<file path="src/rtl/sdim_pkg.sv">
/*
 * sdim_pkg: constants, states and carriers of the sdram init host.
 * assumes the sdram controller registers sit at DEV_REG_BASE on a
 * simple write port that shares REF_CLK.
 */
package sdim_pkg;

  // ----------------------------------------------------------------
  // timing
  // ----------------------------------------------------------------
  localparam int unsigned CLK_PERIOD_NS = 50;
  localparam int unsigned PAUSE_NS      = 200000;
  localparam int unsigned PAUSE_CYC     = (PAUSE_NS + CLK_PERIOD_NS - 1) / CLK_PERIOD_NS;
  localparam logic [11:0] PAUSE_LAST    = 12'(PAUSE_CYC - 1);
  localparam logic [2:0]  REF_LAST      = 3'h7;

  // ----------------------------------------------------------------
  // sdram controller side
  // ----------------------------------------------------------------
  localparam logic [31:0] DEV_REG_BASE  = 32'h0001_0000;
  localparam logic [31:0] DEV_OFF_MODE  = 32'h0000_0000;
  localparam logic [31:0] DEV_OFF_TR    = 32'h0000_0004;
  localparam logic [31:0] DEV_OFF_CFG   = 32'h0000_0008;
  localparam logic [31:0] DEV_OFF_LP    = 32'h0000_000c;
  localparam logic [31:0] DEV_OFF_MDEV  = 32'h0000_0010;
  localparam logic [2:0]  MODE_NORMAL   = 3'h0;
  localparam logic [2:0]  MODE_NOP      = 3'h1;
  localparam logic [2:0]  MODE_PRECH    = 3'h2;
  localparam logic [2:0]  MODE_MRS      = 3'h3;
  localparam logic [2:0]  MODE_REFRESH  = 3'h4;
  localparam logic [2:0]  MODE_EMRS     = 3'h5;
  localparam logic [4:0]  BYTE_SEL_BITS = 5'h01;
  localparam logic [4:0]  COL_BITS_MIN  = 5'h08;
  localparam logic [4:0]  ROW_BITS_4K   = 5'h0c;
  localparam logic [4:0]  ROW_BITS_8K   = 5'h0d;

  // ----------------------------------------------------------------
  // own register map
  // ----------------------------------------------------------------
  localparam logic [2:0]  IDX_CTRL      = 3'h0;
  localparam logic [2:0]  IDX_STAT      = 3'h1;
  localparam logic [2:0]  IDX_CFG       = 3'h2;
  localparam logic [2:0]  IDX_LP        = 3'h3;
  localparam logic [2:0]  IDX_MDEV      = 3'h4;
  localparam logic [2:0]  IDX_TR        = 3'h5;
  localparam logic [2:0]  IDX_BASE      = 3'h6;
  localparam int unsigned CTRL_START    = 0;
  localparam int unsigned CTRL_MOBILE   = 1;
  localparam int unsigned CTRL_ROW8K    = 2;
  localparam int unsigned CTRL_COL_LSB  = 4;
  localparam int unsigned STAT_BUSY     = 0;
  localparam int unsigned STAT_DONE     = 1;
  localparam int unsigned STAT_ST_LSB   = 8;
  localparam logic [31:0] RST_WORD      = 32'h0000_0000;
  localparam logic [1:0]  RESP_OKAY     = 2'h0;
  localparam logic [1:0]  RESP_SLVERR   = 2'h2;

  typedef enum logic [4:0] {
    S_IDLE = 5'h00, S_CFG  = 5'h01, S_LP   = 5'h03, S_MDEV = 5'h02,
    S_WAIT = 5'h06, S_NOPM = 5'h07, S_NOPW = 5'h05, S_PREM = 5'h04,
    S_PREW = 5'h0c, S_REFM = 5'h0d, S_REFW = 5'h0f, S_MRSM = 5'h0e,
    S_MRSW = 5'h0a, S_EMRM = 5'h0b, S_EMRW = 5'h09, S_NRMM = 5'h08,
    S_NRMW = 5'h18, S_TR   = 5'h19, S_DONE = 5'h1b
  } sdim_state_t;

  typedef struct packed {
    logic [31:0] addr;
    logic [31:0] data;
  } sdim_req_t;

  typedef struct packed {
    logic       mobile;
    logic       row8k;
    logic [1:0] colsel;
  } sdim_geom_t;

endpackage

</file>
<file path="src/rtl/sdim_host.sv">
/*
 * sdim_host: software-style sequencer that brings up an sdram through
 * the sdram controller's registers and sdram space, ordered over axi4-lite.
 * assumes the controller shares REF_CLK and takes one write per
 * DEV_VALID/DEV_READY handshake.
 */
// Design decisions made here: the register addresses and the AXI4-Lite slave port.

`timescale 1ns/1ps
module sdim_host
  import sdim_pkg::*;
(
  input  wire logic        REF_CLK,
  input  wire logic        RSTN,
  input  wire logic [7:0]  S_AXI_AWADDR,
  input  wire logic        S_AXI_AWVALID,
  output logic             S_AXI_AWREADY,
  input  wire logic [31:0] S_AXI_WDATA,
  input  wire logic [3:0]  S_AXI_WSTRB,
  input  wire logic        S_AXI_WVALID,
  output logic             S_AXI_WREADY,
  output logic [1:0]       S_AXI_BRESP,
  output logic             S_AXI_BVALID,
  input  wire logic        S_AXI_BREADY,
  input  wire logic [7:0]  S_AXI_ARADDR,
  input  wire logic        S_AXI_ARVALID,
  output logic             S_AXI_ARREADY,
  output logic [31:0]      S_AXI_RDATA,
  output logic [1:0]       S_AXI_RRESP,
  output logic             S_AXI_RVALID,
  input  wire logic        S_AXI_RREADY,
  output sdim_req_t        DEV_REQ,
  output logic             DEV_VALID,
  input  wire logic        DEV_READY
);

  // ----------------------------------------------------------------
  // helpers
  // ----------------------------------------------------------------
  function automatic logic [4:0] bank_lsb(input sdim_geom_t g);
    logic [4:0] rows;
    rows = g.row8k ? ROW_BITS_8K : ROW_BITS_4K;
    bank_lsb = BYTE_SEL_BITS + COL_BITS_MIN + {3'h0, g.colsel} + rows;
  endfunction

  function automatic logic [1:0] bank_of(input logic [31:0] a, input logic [4:0] lsb);
    bank_of = 2'(a >> lsb);
  endfunction

  function automatic logic [31:0] merge(input logic [31:0] old, input logic [31:0] nw,
                                        input logic [3:0] strb);
    for (int i = 0; i < 4; i++) begin
      old[8*i +: 8] = strb[i] ? nw[8*i +: 8] : old[8*i +: 8];
    end
    merge = old;
  endfunction

  function automatic logic map_index_ok(input logic [7:0] a);
    map_index_ok = a[7:5] == 3'h0 && a[4:2] != 3'h7;
  endfunction

  function automatic logic [31:0] mode_word(input logic [2:0] m);
    mode_word = {29'h0, m};
  endfunction

  // ----------------------------------------------------------------
  // declarations
  // ----------------------------------------------------------------
  sdim_state_t state_ff, nxt_state;
  sdim_req_t   nxt_req;
  sdim_geom_t  geom_ff;
  logic [31:0] cfg_ff, lp_ff, mdev_ff, tr_ff, base_ff;
  logic        aw_got_ff, w_got_ff, awbad_ff, bvalid_ff, rvalid_ff;
  logic [2:0]  awidx_ff;
  logic [31:0] wdata_ff, rdata_ff, rd_word;
  logic [3:0]  wstrb_ff;
  logic [1:0]  bresp_ff, rresp_ff;
  logic        start_ff, done_ff, valid_ff, commit, dev_acc, busy;
  logic [11:0] wait_cnt_ff;
  logic [2:0]  ref_cnt_ff;
  sdim_req_t   req_ff;
  logic [4:0]  lsb;
  logic [31:0] bank_mask;

  assign lsb       = bank_lsb(geom_ff);
  assign bank_mask = 32'h0000_0003 << lsb;
  assign dev_acc   = valid_ff && DEV_READY;
  assign busy      = state_ff != S_IDLE && state_ff != S_DONE;

  // ----------------------------------------------------------------
  // axi4-lite write channel
  // ----------------------------------------------------------------
  // one write in flight; the response waits for both address and data
  assign S_AXI_AWREADY = !aw_got_ff && !bvalid_ff;
  assign S_AXI_WREADY  = !w_got_ff && !bvalid_ff;
  assign S_AXI_BVALID  = bvalid_ff;
  assign S_AXI_BRESP   = bresp_ff;
  assign commit        = aw_got_ff && w_got_ff && !bvalid_ff && !awbad_ff;

  always_ff @(posedge REF_CLK) begin
    if (!RSTN) begin
      aw_got_ff <= 1'b0;
      awbad_ff  <= 1'b0;
      awidx_ff  <= 3'h0;
    end else if (S_AXI_AWVALID && S_AXI_AWREADY) begin
      aw_got_ff <= 1'b1;
      awbad_ff  <= !map_index_ok(S_AXI_AWADDR);
      awidx_ff  <= S_AXI_AWADDR[4:2];
    end else if (aw_got_ff && w_got_ff && !bvalid_ff) begin
      aw_got_ff <= 1'b0;
    end
  end

  always_ff @(posedge REF_CLK) begin
    if (!RSTN) begin
      w_got_ff <= 1'b0;
      wdata_ff <= RST_WORD;
      wstrb_ff <= 4'h0;
    end else if (S_AXI_WVALID && S_AXI_WREADY) begin
      w_got_ff <= 1'b1;
      wdata_ff <= S_AXI_WDATA;
      wstrb_ff <= S_AXI_WSTRB;
    end else if (aw_got_ff && w_got_ff && !bvalid_ff) begin
      w_got_ff <= 1'b0;
    end
  end

  always_ff @(posedge REF_CLK) begin
    if (!RSTN) begin
      bvalid_ff <= 1'b0;
      bresp_ff  <= RESP_OKAY;
    end else if (aw_got_ff && w_got_ff && !bvalid_ff) begin
      bvalid_ff <= 1'b1;
      bresp_ff  <= awbad_ff ? RESP_SLVERR : RESP_OKAY;
    end else if (S_AXI_BREADY) begin
      bvalid_ff <= 1'b0;
    end
  end

  // ----------------------------------------------------------------
  // own registers
  // ----------------------------------------------------------------
  // setup words are not locked while busy; rewriting them mid-run is
  // the caller's hazard
  always_ff @(posedge REF_CLK) begin
    if (!RSTN) begin
      geom_ff <= '0;
      cfg_ff  <= RST_WORD;
      lp_ff   <= RST_WORD;
      mdev_ff <= RST_WORD;
      tr_ff   <= RST_WORD;
      base_ff <= RST_WORD;
    end else if (commit) begin
      case (awidx_ff)
        IDX_CTRL: begin
          if (wstrb_ff[0]) begin
            geom_ff <= {wdata_ff[CTRL_MOBILE], wdata_ff[CTRL_ROW8K],
                        wdata_ff[CTRL_COL_LSB +: 2]};
          end
        end
        IDX_CFG:  cfg_ff  <= merge(cfg_ff, wdata_ff, wstrb_ff);
        IDX_LP:   lp_ff   <= merge(lp_ff, wdata_ff, wstrb_ff);
        IDX_MDEV: mdev_ff <= merge(mdev_ff, wdata_ff, wstrb_ff);
        IDX_TR:   tr_ff   <= merge(tr_ff, wdata_ff, wstrb_ff);
        IDX_BASE: base_ff <= merge(base_ff, wdata_ff, wstrb_ff);
        default: begin
        end
      endcase
    end
  end

  // start while busy is dropped so a run is never restarted half way
  always_ff @(posedge REF_CLK) begin
    if (!RSTN) begin
      start_ff <= 1'b0;
    end else begin
      start_ff <= commit && awidx_ff == IDX_CTRL && wstrb_ff[0]
                  && wdata_ff[CTRL_START] && !busy;
    end
  end

  always_ff @(posedge REF_CLK) begin
    if (!RSTN) begin
      done_ff <= 1'b0;
    end else if (nxt_state == S_DONE && state_ff != S_DONE) begin
      done_ff <= 1'b1;
    end else if (start_ff) begin
      done_ff <= 1'b0;
    end
  end

  // ----------------------------------------------------------------
  // axi4-lite read channel
  // ----------------------------------------------------------------
  assign S_AXI_ARREADY = !rvalid_ff;
  assign S_AXI_RVALID  = rvalid_ff;
  assign S_AXI_RDATA   = rdata_ff;
  assign S_AXI_RRESP   = rresp_ff;

  always_comb begin
    rd_word = RST_WORD;
    case (S_AXI_ARADDR[4:2])
      IDX_CTRL: begin
        rd_word[CTRL_MOBILE]       = geom_ff.mobile;
        rd_word[CTRL_ROW8K]        = geom_ff.row8k;
        rd_word[CTRL_COL_LSB +: 2] = geom_ff.colsel;
      end
      IDX_STAT: begin
        rd_word[STAT_BUSY]       = busy;
        rd_word[STAT_DONE]       = done_ff;
        rd_word[STAT_ST_LSB +: 5] = state_ff;
      end
      IDX_CFG:  rd_word = cfg_ff;
      IDX_LP:   rd_word = lp_ff;
      IDX_MDEV: rd_word = mdev_ff;
      IDX_TR:   rd_word = tr_ff;
      IDX_BASE: rd_word = base_ff;
      default:  rd_word = RST_WORD;
    endcase
  end

  always_ff @(posedge REF_CLK) begin
    if (!RSTN) begin
      rvalid_ff <= 1'b0;
      rdata_ff  <= RST_WORD;
      rresp_ff  <= RESP_OKAY;
    end else if (S_AXI_ARVALID && S_AXI_ARREADY) begin
      rvalid_ff <= 1'b1;
      rdata_ff  <= map_index_ok(S_AXI_ARADDR) ? rd_word : RST_WORD;
      rresp_ff  <= map_index_ok(S_AXI_ARADDR) ? RESP_OKAY : RESP_SLVERR;
    end else if (S_AXI_RREADY) begin
      rvalid_ff <= 1'b0;
    end
  end

  // ----------------------------------------------------------------
  // init sequencer
  // ----------------------------------------------------------------
  always_comb begin
    nxt_state = state_ff;
    case (state_ff)
      S_IDLE: if (start_ff) nxt_state = S_CFG;
      S_CFG:  if (dev_acc) nxt_state = geom_ff.mobile ? S_LP : S_MDEV;
      S_LP:   if (dev_acc) nxt_state = S_MDEV;
      S_MDEV: if (dev_acc) nxt_state = S_WAIT;
      S_WAIT: if (wait_cnt_ff == PAUSE_LAST) nxt_state = S_NOPM;
      S_NOPM: if (dev_acc) nxt_state = S_NOPW;
      S_NOPW: if (dev_acc) nxt_state = S_PREM;
      S_PREM: if (dev_acc) nxt_state = S_PREW;
      S_PREW: if (dev_acc) nxt_state = S_REFM;
      S_REFM: if (dev_acc) nxt_state = S_REFW;
      S_REFW: if (dev_acc && ref_cnt_ff == REF_LAST) nxt_state = S_MRSM;
      S_MRSM: if (dev_acc) nxt_state = S_MRSW;
      S_MRSW: if (dev_acc) nxt_state = geom_ff.mobile ? S_EMRM : S_NRMM;
      S_EMRM: if (dev_acc) nxt_state = S_EMRW;
      S_EMRW: if (dev_acc) nxt_state = S_NRMM;
      S_NRMM: if (dev_acc) nxt_state = S_NRMW;
      S_NRMW: if (dev_acc) nxt_state = S_TR;
      S_TR:   if (dev_acc) nxt_state = S_DONE;
      S_DONE: if (start_ff) nxt_state = S_CFG;
      default: nxt_state = S_IDLE;
    endcase
  end

  // request follows the next state so address and data leave from flops
  always_comb begin
    nxt_req = '0;
    case (nxt_state)
      S_CFG:  nxt_req = {DEV_REG_BASE + DEV_OFF_CFG, cfg_ff};
      S_LP:   nxt_req = {DEV_REG_BASE + DEV_OFF_LP, lp_ff};
      S_MDEV: nxt_req = {DEV_REG_BASE + DEV_OFF_MDEV, mdev_ff};
      S_NOPM: nxt_req = {DEV_REG_BASE + DEV_OFF_MODE, mode_word(MODE_NOP)};
      S_PREM: nxt_req = {DEV_REG_BASE + DEV_OFF_MODE, mode_word(MODE_PRECH)};
      S_REFM: nxt_req = {DEV_REG_BASE + DEV_OFF_MODE, mode_word(MODE_REFRESH)};
      S_MRSM: nxt_req = {DEV_REG_BASE + DEV_OFF_MODE, mode_word(MODE_MRS)};
      S_EMRM: nxt_req = {DEV_REG_BASE + DEV_OFF_MODE, mode_word(MODE_EMRS)};
      S_NRMM: nxt_req = {DEV_REG_BASE + DEV_OFF_MODE, mode_word(MODE_NORMAL)};
      S_TR:   nxt_req = {DEV_REG_BASE + DEV_OFF_TR, tr_ff};
      // sdram-space triggers carry no data; only the command matters
      S_NOPW, S_PREW, S_REFW, S_NRMW: nxt_req = {base_ff, RST_WORD};
      S_MRSW: nxt_req = {base_ff & ~bank_mask, RST_WORD};
      S_EMRW: nxt_req = {(base_ff & ~bank_mask) | (32'h0000_0001 << lsb), RST_WORD};
      default: nxt_req = '0;
    endcase
  end

  always_ff @(posedge REF_CLK) begin
    if (!RSTN) begin
      state_ff <= S_IDLE;
      req_ff   <= '0;
      valid_ff <= 1'b0;
    end else begin
      state_ff <= nxt_state;
      req_ff   <= nxt_req;
      valid_ff <= nxt_state != S_IDLE && nxt_state != S_WAIT && nxt_state != S_DONE;
    end
  end

  assign DEV_REQ   = req_ff;
  assign DEV_VALID = valid_ff;

  always_ff @(posedge REF_CLK) begin
    if (!RSTN || state_ff != S_WAIT) begin
      wait_cnt_ff <= 12'h000;
    end else begin
      wait_cnt_ff <= wait_cnt_ff + 12'h001;
    end
  end

  always_ff @(posedge REF_CLK) begin
    if (!RSTN || state_ff != S_REFW) begin
      ref_cnt_ff <= 3'h0;
    end else if (dev_acc) begin
      ref_cnt_ff <= ref_cnt_ff + 3'h1;
    end
  end
endmodule

</file>
<file path="config.mk">
export PLATFORM = sky130hd
export DESIGN_NAME = sdim_host
export DESIGN_NICKNAME = d
export VERILOG_FILES = /design/src/rtl/sdim_pkg.sv /design/src/rtl/sdim_host.sv
export SDC_FILE = /design/constraint.sdc
export NUM_CORES = 1
export LEC_CHECK = 0
export ABC_AREA = 0
export BUFFER_PORTS_ARGS = -buffer_cell sky130_fd_sc_hd__buf_4
export CAP_MARGIN = 5
export CORE_MARGIN = 3
export CORE_UTILIZATION = 40
export CTS_BUF_LIST = sky130_fd_sc_hd__clkbuf_8
export DETAILED_ROUTE_END_ITERATION = 7
export PLACE_DENSITY = 0.63
export SETUP_SLACK_MARGIN = 0.5
export SLEW_MARGIN = 25
export SYNTH_ARGS = -nofsm -noshare
export SYNTH_HDL_FRONTEND = slang
export SYNTH_SLANG_ARGS = --single-unit
</file>
<file path="constraint.sdc">
create_clock -name REF_CLK -period 5 [get_ports REF_CLK]
set_input_delay 0.25 -clock REF_CLK [delete_from_list [all_inputs] [get_ports REF_CLK]]
set_output_delay 0.25 -clock REF_CLK [all_outputs]
set_load 0.05 [all_outputs]
</file>
==> results.toml, run 1 <==
[floorplan]
fp-row-count = 70
die_w_microns = 200
die_h_microns = 200
start_util_pct = 40.8
core_area_sq_um = 36800
pin_count = 166
die_area_sq_um = 39900

[clock_tree]
insertion_delay_ns = 0.62
cts_resized = 0
cts-root-buf = "clkbuf_8"
cts.reportedPaths.clkPinSlew_ns = 0.06
cts_max_level = 2
cts.sinks = 329
clockBufferDepth = 3
numCtsBuffers = 55
cts_tree = "yes"

[sta]
fmax_ghz = 0.257
hold_viol_final = 0
min_period_ns = 3.89
setup_violations = 0
tns_ns = 0
rsz0062_at_grt = "false"
maxSlewViolCount = 0
max-slew-margin-rel_pct = 27.7
period_share_pct = 77.8
finalClockSkew_ns = 0.0225
whs_ns = 0.0731
tightest_slew_ns = 1.08

[synth]
yosys.area_share.simple_pct = 21.0
async_reset_ff_share_pct = 0
synth_ff_type = "dfxtp_1"
yosysSeqAreaShare_pct = 43.9
yosysWarnings = 0
netlist_area_sq_um = 15000
synth_compound_area_share_pct = 24.8
ys_ff_latch = 329
yosysTopAreaCell = "dfxtp_1"
avgSynthCellArea_sq_um = 8.56
synth_top_cell_area_share_pct = 43.9
synth-xor-area-share_pct = 0.584
synthTopCellsByArea = "dfxtp_1 44%, a21boi_0 10%, nand2_1 8.4%, nand3_1 6.2%, a222oi_1 3.4%"
synth_adder_area_share_pct = 0.834
synth_edf_count = 0
synth_top_family_by_area = "compound AO/OA/AOI/OAI gates"
synthMuxAreaShare_pct = 3.63
synth_cell_type_count = 71
netlist_instances = 1754

[critical_path]
cp-end-kind = "register"
cp.required_ns = 5.47
worstPathMaxFanout = 30
cp.arrival_ns = 4.36
critical_path.startpoint_type = "register"
criticalPathCategory = "register to register"

[global_routing]
grt_start_max_net_pins = 112
met1_usage_pct = 33.4
grt_pass1_wl_microns = 75700
use_met2_pct = 38.0
grt_use_met3_pct = 4.62
grt_use_total_pct = 24.1
grt-ovfl-total = 0
antenna_found_initial = 0
grt_pass1_vias = 13100
busiest_layer = "met2"

[status]
outcome = "finished clean"

[detailed_routing]
drtIter0Drc = 1510
finalWirelength_microns = 50000
route.antenna.remaining_nets = 0
wl_per_cell_microns = 20.8
vias = 14000
firstDrtPassIters = 8
drc = 0
viasPerCell = 5.82

[place]
gp_congestion = 0.865
dp.cells = 2260
port_buffers = 159
dpl.hpwl_microns = 31400

[cells_and_area]
area_delta_synth_final_pct = 20.1
most-common-layout-cells = "336 x nand2_1, 329 x dfxtp_1, 202 x a21boi_0"
num_antenna_cells = 0
regArea_sq_um = 6590
final_common_cell = "nand2_1"
multiInputGateArea_sq_um = 7720
final_nets = 1964
fill_cells = 3551
drive_above_1_share_pct = 17.9
post_layout_nonfiller_instances = 2405

[pwr]
p_total_mw = 5.50
power.density_nw_per_um2 = 305
p_leak_nw = 6.28
ir_worst_vdd_mv = 0.195

[run]
maxCapViolations = 0

[hold_path]
min_path_type = "primary input to register"
-- where the power goes --
group / internal [mW] / leakage (nW) / switching (mW)
registers: 2.65 / 2.66 / 0.0465
clock network: 1.28 / 0.658 / 1.12
logic: 0.138 / 2.97 / 0.265
total: 4.07 / 6.28 / 1.43
-- final timing paths --
| kind | slack [ns] | depth (start not counted) | startpoint | end |
|---|---|---|---|---|
| max | 1.11 | 8 | state_ff[3] | DEV_REQ[59] |
| min reg2reg | 0.46 | 1 | wait_cnt_ff[0] | wait_cnt_ff[0] |
| max reg2reg | 1.11 | 8 | state_ff[3] | DEV_REQ[59] |
| min | 0.07 | 4 | DEV_READY | ref_cnt_ff[1] |
-- cell type report --
class / instances / area share (%)
Clock buffer: 68 / 5.19
Sequential cell: 329 / 36.5
Clock inverter: 32 / 0.979
Multi-Input combinational cell: 1236 / 42.8
Timing Repair Buffer: 235 / 10.4
Inverter: 37 / 0.771
Tap cell: 468 / 3.25
-- flip-flops by register name, summed over array words and instances (netlist names), 3 cells and up --
register,count
DEV_REQ,64
S_AXI_RDATA,32
base_ff,32
cfg_ff,32
lp_ff,32
mdev_ff,32
tr_ff,32
wdata_ff,32
wait_cnt_ff,12
state_ff,5
geom_ff,4
wstrb_ff,4
awidx_ff,3
ref_cnt_ff,3
-- critical path, stage by stage (launching register included) --
cell and delay [ns]:
dfxtp_1 0.73, nor2_1 0.22, a221oi_1 0.32, o221ai_1 0.23, o22ai_2 0.71, a21oi_1 0.22, o31ai_4 0.72, buf_4 0.49
a221oi_1 0.11
-- kinds of logic (layout without fill, tap and decap cells) --
group / count (synthesis) / in the layout
fa+ha+maj: 10 / 10
simple gates: 680 / 680
buf+inv: 190 / 372
other cells: 1 / 2
compound gates: 486 / 486
xor+xnor: 10 / 10
flops: 329 / 329
mux: 48 / 48
-- through the flow --
stage / utilization (%) / area [sq um] / worst slack, ns
global route: 49.0 / 18000 / 0.910
finish: 49.0 / 18000 / 1.11
CTS: 49.0 / 18000 / 1.18
global placement: 44.7 / 16500 / 1.23
floorplan: - / 15000 / 2.25
detailed placement: 44.7 / 16500 / 1.19
-- timing repair --
item	in CTS	in global routing
setup endpoints to repair	0	0
hold buffers	44	0
buffers inserted	0	0
hold endpoints to repair	42	0
-- cell usage after synthesis (5+ instances only) --
library cell    n
nand2b_1        7
a221oi_1       11
inv_1          35
o21ai_0        46
xnor2_1         6
o41ai_1         5
a31oi_1         8
o211ai_1        6
buf_1           9
a21boi_0      202
clkbuf_1      111
buf_4           7
a22oi_1        19
mux2i_1        15
nand3_1       187
dfxtp_1       329
nor2_1         37
and2_1         35
ha_1           10
nand4_1         6
nor2b_1        27
mux2_2         31
nor3_1         12
nand2_1       337
a22o_1         22
buf_2          21
a222oi_1       51
a21oi_1        57
a211oi_1        9
a211oi_2       21
-- routing by layer --
metal / wire length (microns) / share of wire, % / vias to the layer above
li1: - / - / 6548
met3: 4260 / 8.5 / 107
met4: 1530 / 3.1 / 0
met1: 21900 / 44 / 6665
met2: 22300 / 45 / 676
met5: 0 / 0 / -
No activity file was read; power rests on OpenSTA's default activity.
==> run 2: changes to the inputs <==
==> constraint.sdc (replaced) <==
create_clock -name REF_CLK -period 3.8 [get_ports REF_CLK]
set_input_delay 0.19 -clock REF_CLK [delete_from_list [all_inputs] [get_ports REF_CLK]]
set_output_delay 0.19 -clock REF_CLK [all_outputs]
set_load 0.05 [all_outputs]
==> run 2 against run 1 <==
Net effect:
- the run now ends with design-rule violations left
- wire length is essentially flat
- first-iteration DRC count grew 17%
- die area is the same
- sequential share of layout area shrank 0.53 points
- power grew 31%
- clock skew grew 0.0050 ns
- via count shrank 0.49%
- clock power grew 30%
- hold slack gained 0.028 ns
- maximum frequency grew 22%
- largest power group unchanged
- highest routed layer unchanged
==> results.toml, run 2 (synthesized netlist as in run 1, its figures left out) <==
[critical_path]
worstPathMaxFanout = 30
criticalPathCategory = "register to register"
slowest_stage = "or4_1"
cp.arrival_ns = 3.74
cp_cell_sequence = "buf_4 -> nor3b_4 -> nand2b_1 -> or4_1 -> nor2b_4 -> buf_4 -> a211oi_4 -> buf_4 -> a22oi_1 -> a21oi_1"
cpPeakStageDelay_ns = 0.53
cp_common_cell = "buf_4"
critical_path.startpoint_type = "register"
cp.required_ns = 4.35
cp-end-kind = "register"

[sta]
tightest_slew_ns = 1.01
tns_ns = 0
hold_viol_final = 0
setup_ws_ns = 0.613
max-slew-margin-rel_pct = 32.4
min_period_ns = 3.19
setup_violations = 0
finalClockSkew_ns = 0.0275
rsz0062_at_grt = "true"
maxSlewViolCount = 0
period_share_pct = 83.9
fmax_ghz = 0.314

[place]
place_ws_ns = 0.372
gp_congestion = 0.908
dp.cells = 2285
place_area_sq_um = 16700
dpl.hpwl_microns = 32300
port_buffers = 159

[clock_tree]
cts.reportedPaths.clkPinSlew_ns = 0.06
cts-root-buf = "clkbuf_8"
numCtsBuffers = 54
clockBufferDepth = 3
insertion_delay_ns = 0.65
cts_max_level = 2
cts_tree = "yes"
cts.sinks = 329

[detailed_routing]
drtIter0Drc = 1763
drc = 6
vias = 13900
route.antenna.remaining_nets = 0
firstDrtPassIters = 8
viasPerCell = 5.72
wl_per_cell_microns = 20.6
finalWirelength_microns = 50000

[cells_and_area]
most-common-layout-cells = "336 x nand2_1, 329 x dfxtp_1, 214 x buf_4"
num_antenna_cells = 0
largest_register_ffs = 64
final_common_cell = "nand2_1"
area_delta_synth_final_pct = 21.9
drive_above_1_share_pct = 19.2
post_layout_nonfiller_instances = 2434
final_nets = 1992
fin_area_sq_um = 18300

[global_routing]
grt_pass1_vias = 13300
grt-ovfl-total = 0
grt_use_total_pct = 24.6
antenna_found_initial = 0
grt_pass1_wl_microns = 77100
grt_start_max_net_pins = 107

[floorplan]
fp-row-count = 70
die_h_microns = 200
core_area_sq_um = 36800
start_util_pct = 40.8
pin_count = 166
die_area_sq_um = 39900
die_w_microns = 200

[pwr]
p_leak_nw = 6.45
p_total_mw = 7.20
ir_worst_vdd_mv = 0.209
power.density_nw_per_um2 = 394

[status]
outcome = "complete, but fails checks"
violations = "design-rule violations"

[hold_path]
min_path_type = "primary input to register"

[run]
maxCapViolations = 0
## run 2: changes by cell type in the layout (fill, tap and decap cells not counted), sizes merged
cell	before	now
bufinv	1	0
clkinvlp	1	0
inv	60	59
clkbuf	68	70
clkinv	7	8
buf	191	219
dlygate4sd3	44	45
## run 2: per-stage QoR
stage,hold WS (ns),utilization (%)
final,0.102,49.7
after global routing,0.0904,49.7
after detailed placement,0.446,45.3
after floorplan,0.328,-
after CTS,0.0570,49.6
after global placement,0.426,45.3
## run 2: power breakdown
group | switching [mW] | internal [mW] | leakage [nW] | total, mW
combinational | 0.351 | 0.191 | 3.14 | 0.541
sequential | 0.0608 | 3.49 | 2.66 | 3.55
clock | 1.46 | 1.65 | 0.653 | 3.12
total | 1.87 | 5.33 | 6.45 | 7.20
## run 2: path summary, 6_finish.rpt
kind | end | from | cells past startpoint | slack (ns)
hold reg to reg | ref_cnt_ff[1] | ref_cnt_ff[1] | 2 | 0.46
hold / removal | S_AXI_RRESP[1] | S_AXI_ARADDR[7] | 5 | 0.10
setup reg to reg | DEV_REQ[1] | state_ff[3] | 10 | 0.61
setup / recovery | DEV_REQ[1] | state_ff[3] | 10 | 0.61
## run 2: critical path: cells and delay by family (launching register included)
kind | cells | cell delay (ns)
AO/OA/AOI/OAI | 3 | 0.73
buffers and inverters | 3 | 0.89
flip-flops | 1 | 0.43
AND/OR/NAND/NOR | 4 | 1.01
## run 2: layout make-up
class,instances,area [sq um]
Tap cell,468,586
Timing Repair Buffer,264,2140
Clock inverter,30,134
Fill cell,3549,18500
Sequential cell,329,6590
Clock buffer,70,963
Inverter,37,139
Multi-Input combinational cell,1236,7740
## run 2: repair_timing
| action | 4_1_cts | 5_1_grt |
|---|---|---|
| resized for setup | 0 | 7 |
| setup endpoints to repair | 14 | 13 |
| hold endpoints to repair | 44 | 0 |
| pin swaps | 1 | 3 |
| buffers inserted | 2 | 2 |
| hold buffers | 45 | 0 |
## run 2: per-layer routing
metal / global-route usage, % / vias to the layer above / routed length, microns
li1: - / 6598 / -
met2: 38.8 / 676 / 22500
met4: 7.16 / 0 / 1230
met1: 34.3 / 6563 / 21800
met5: 0 / - / 0
met3: 5.01 / 91 / 4460
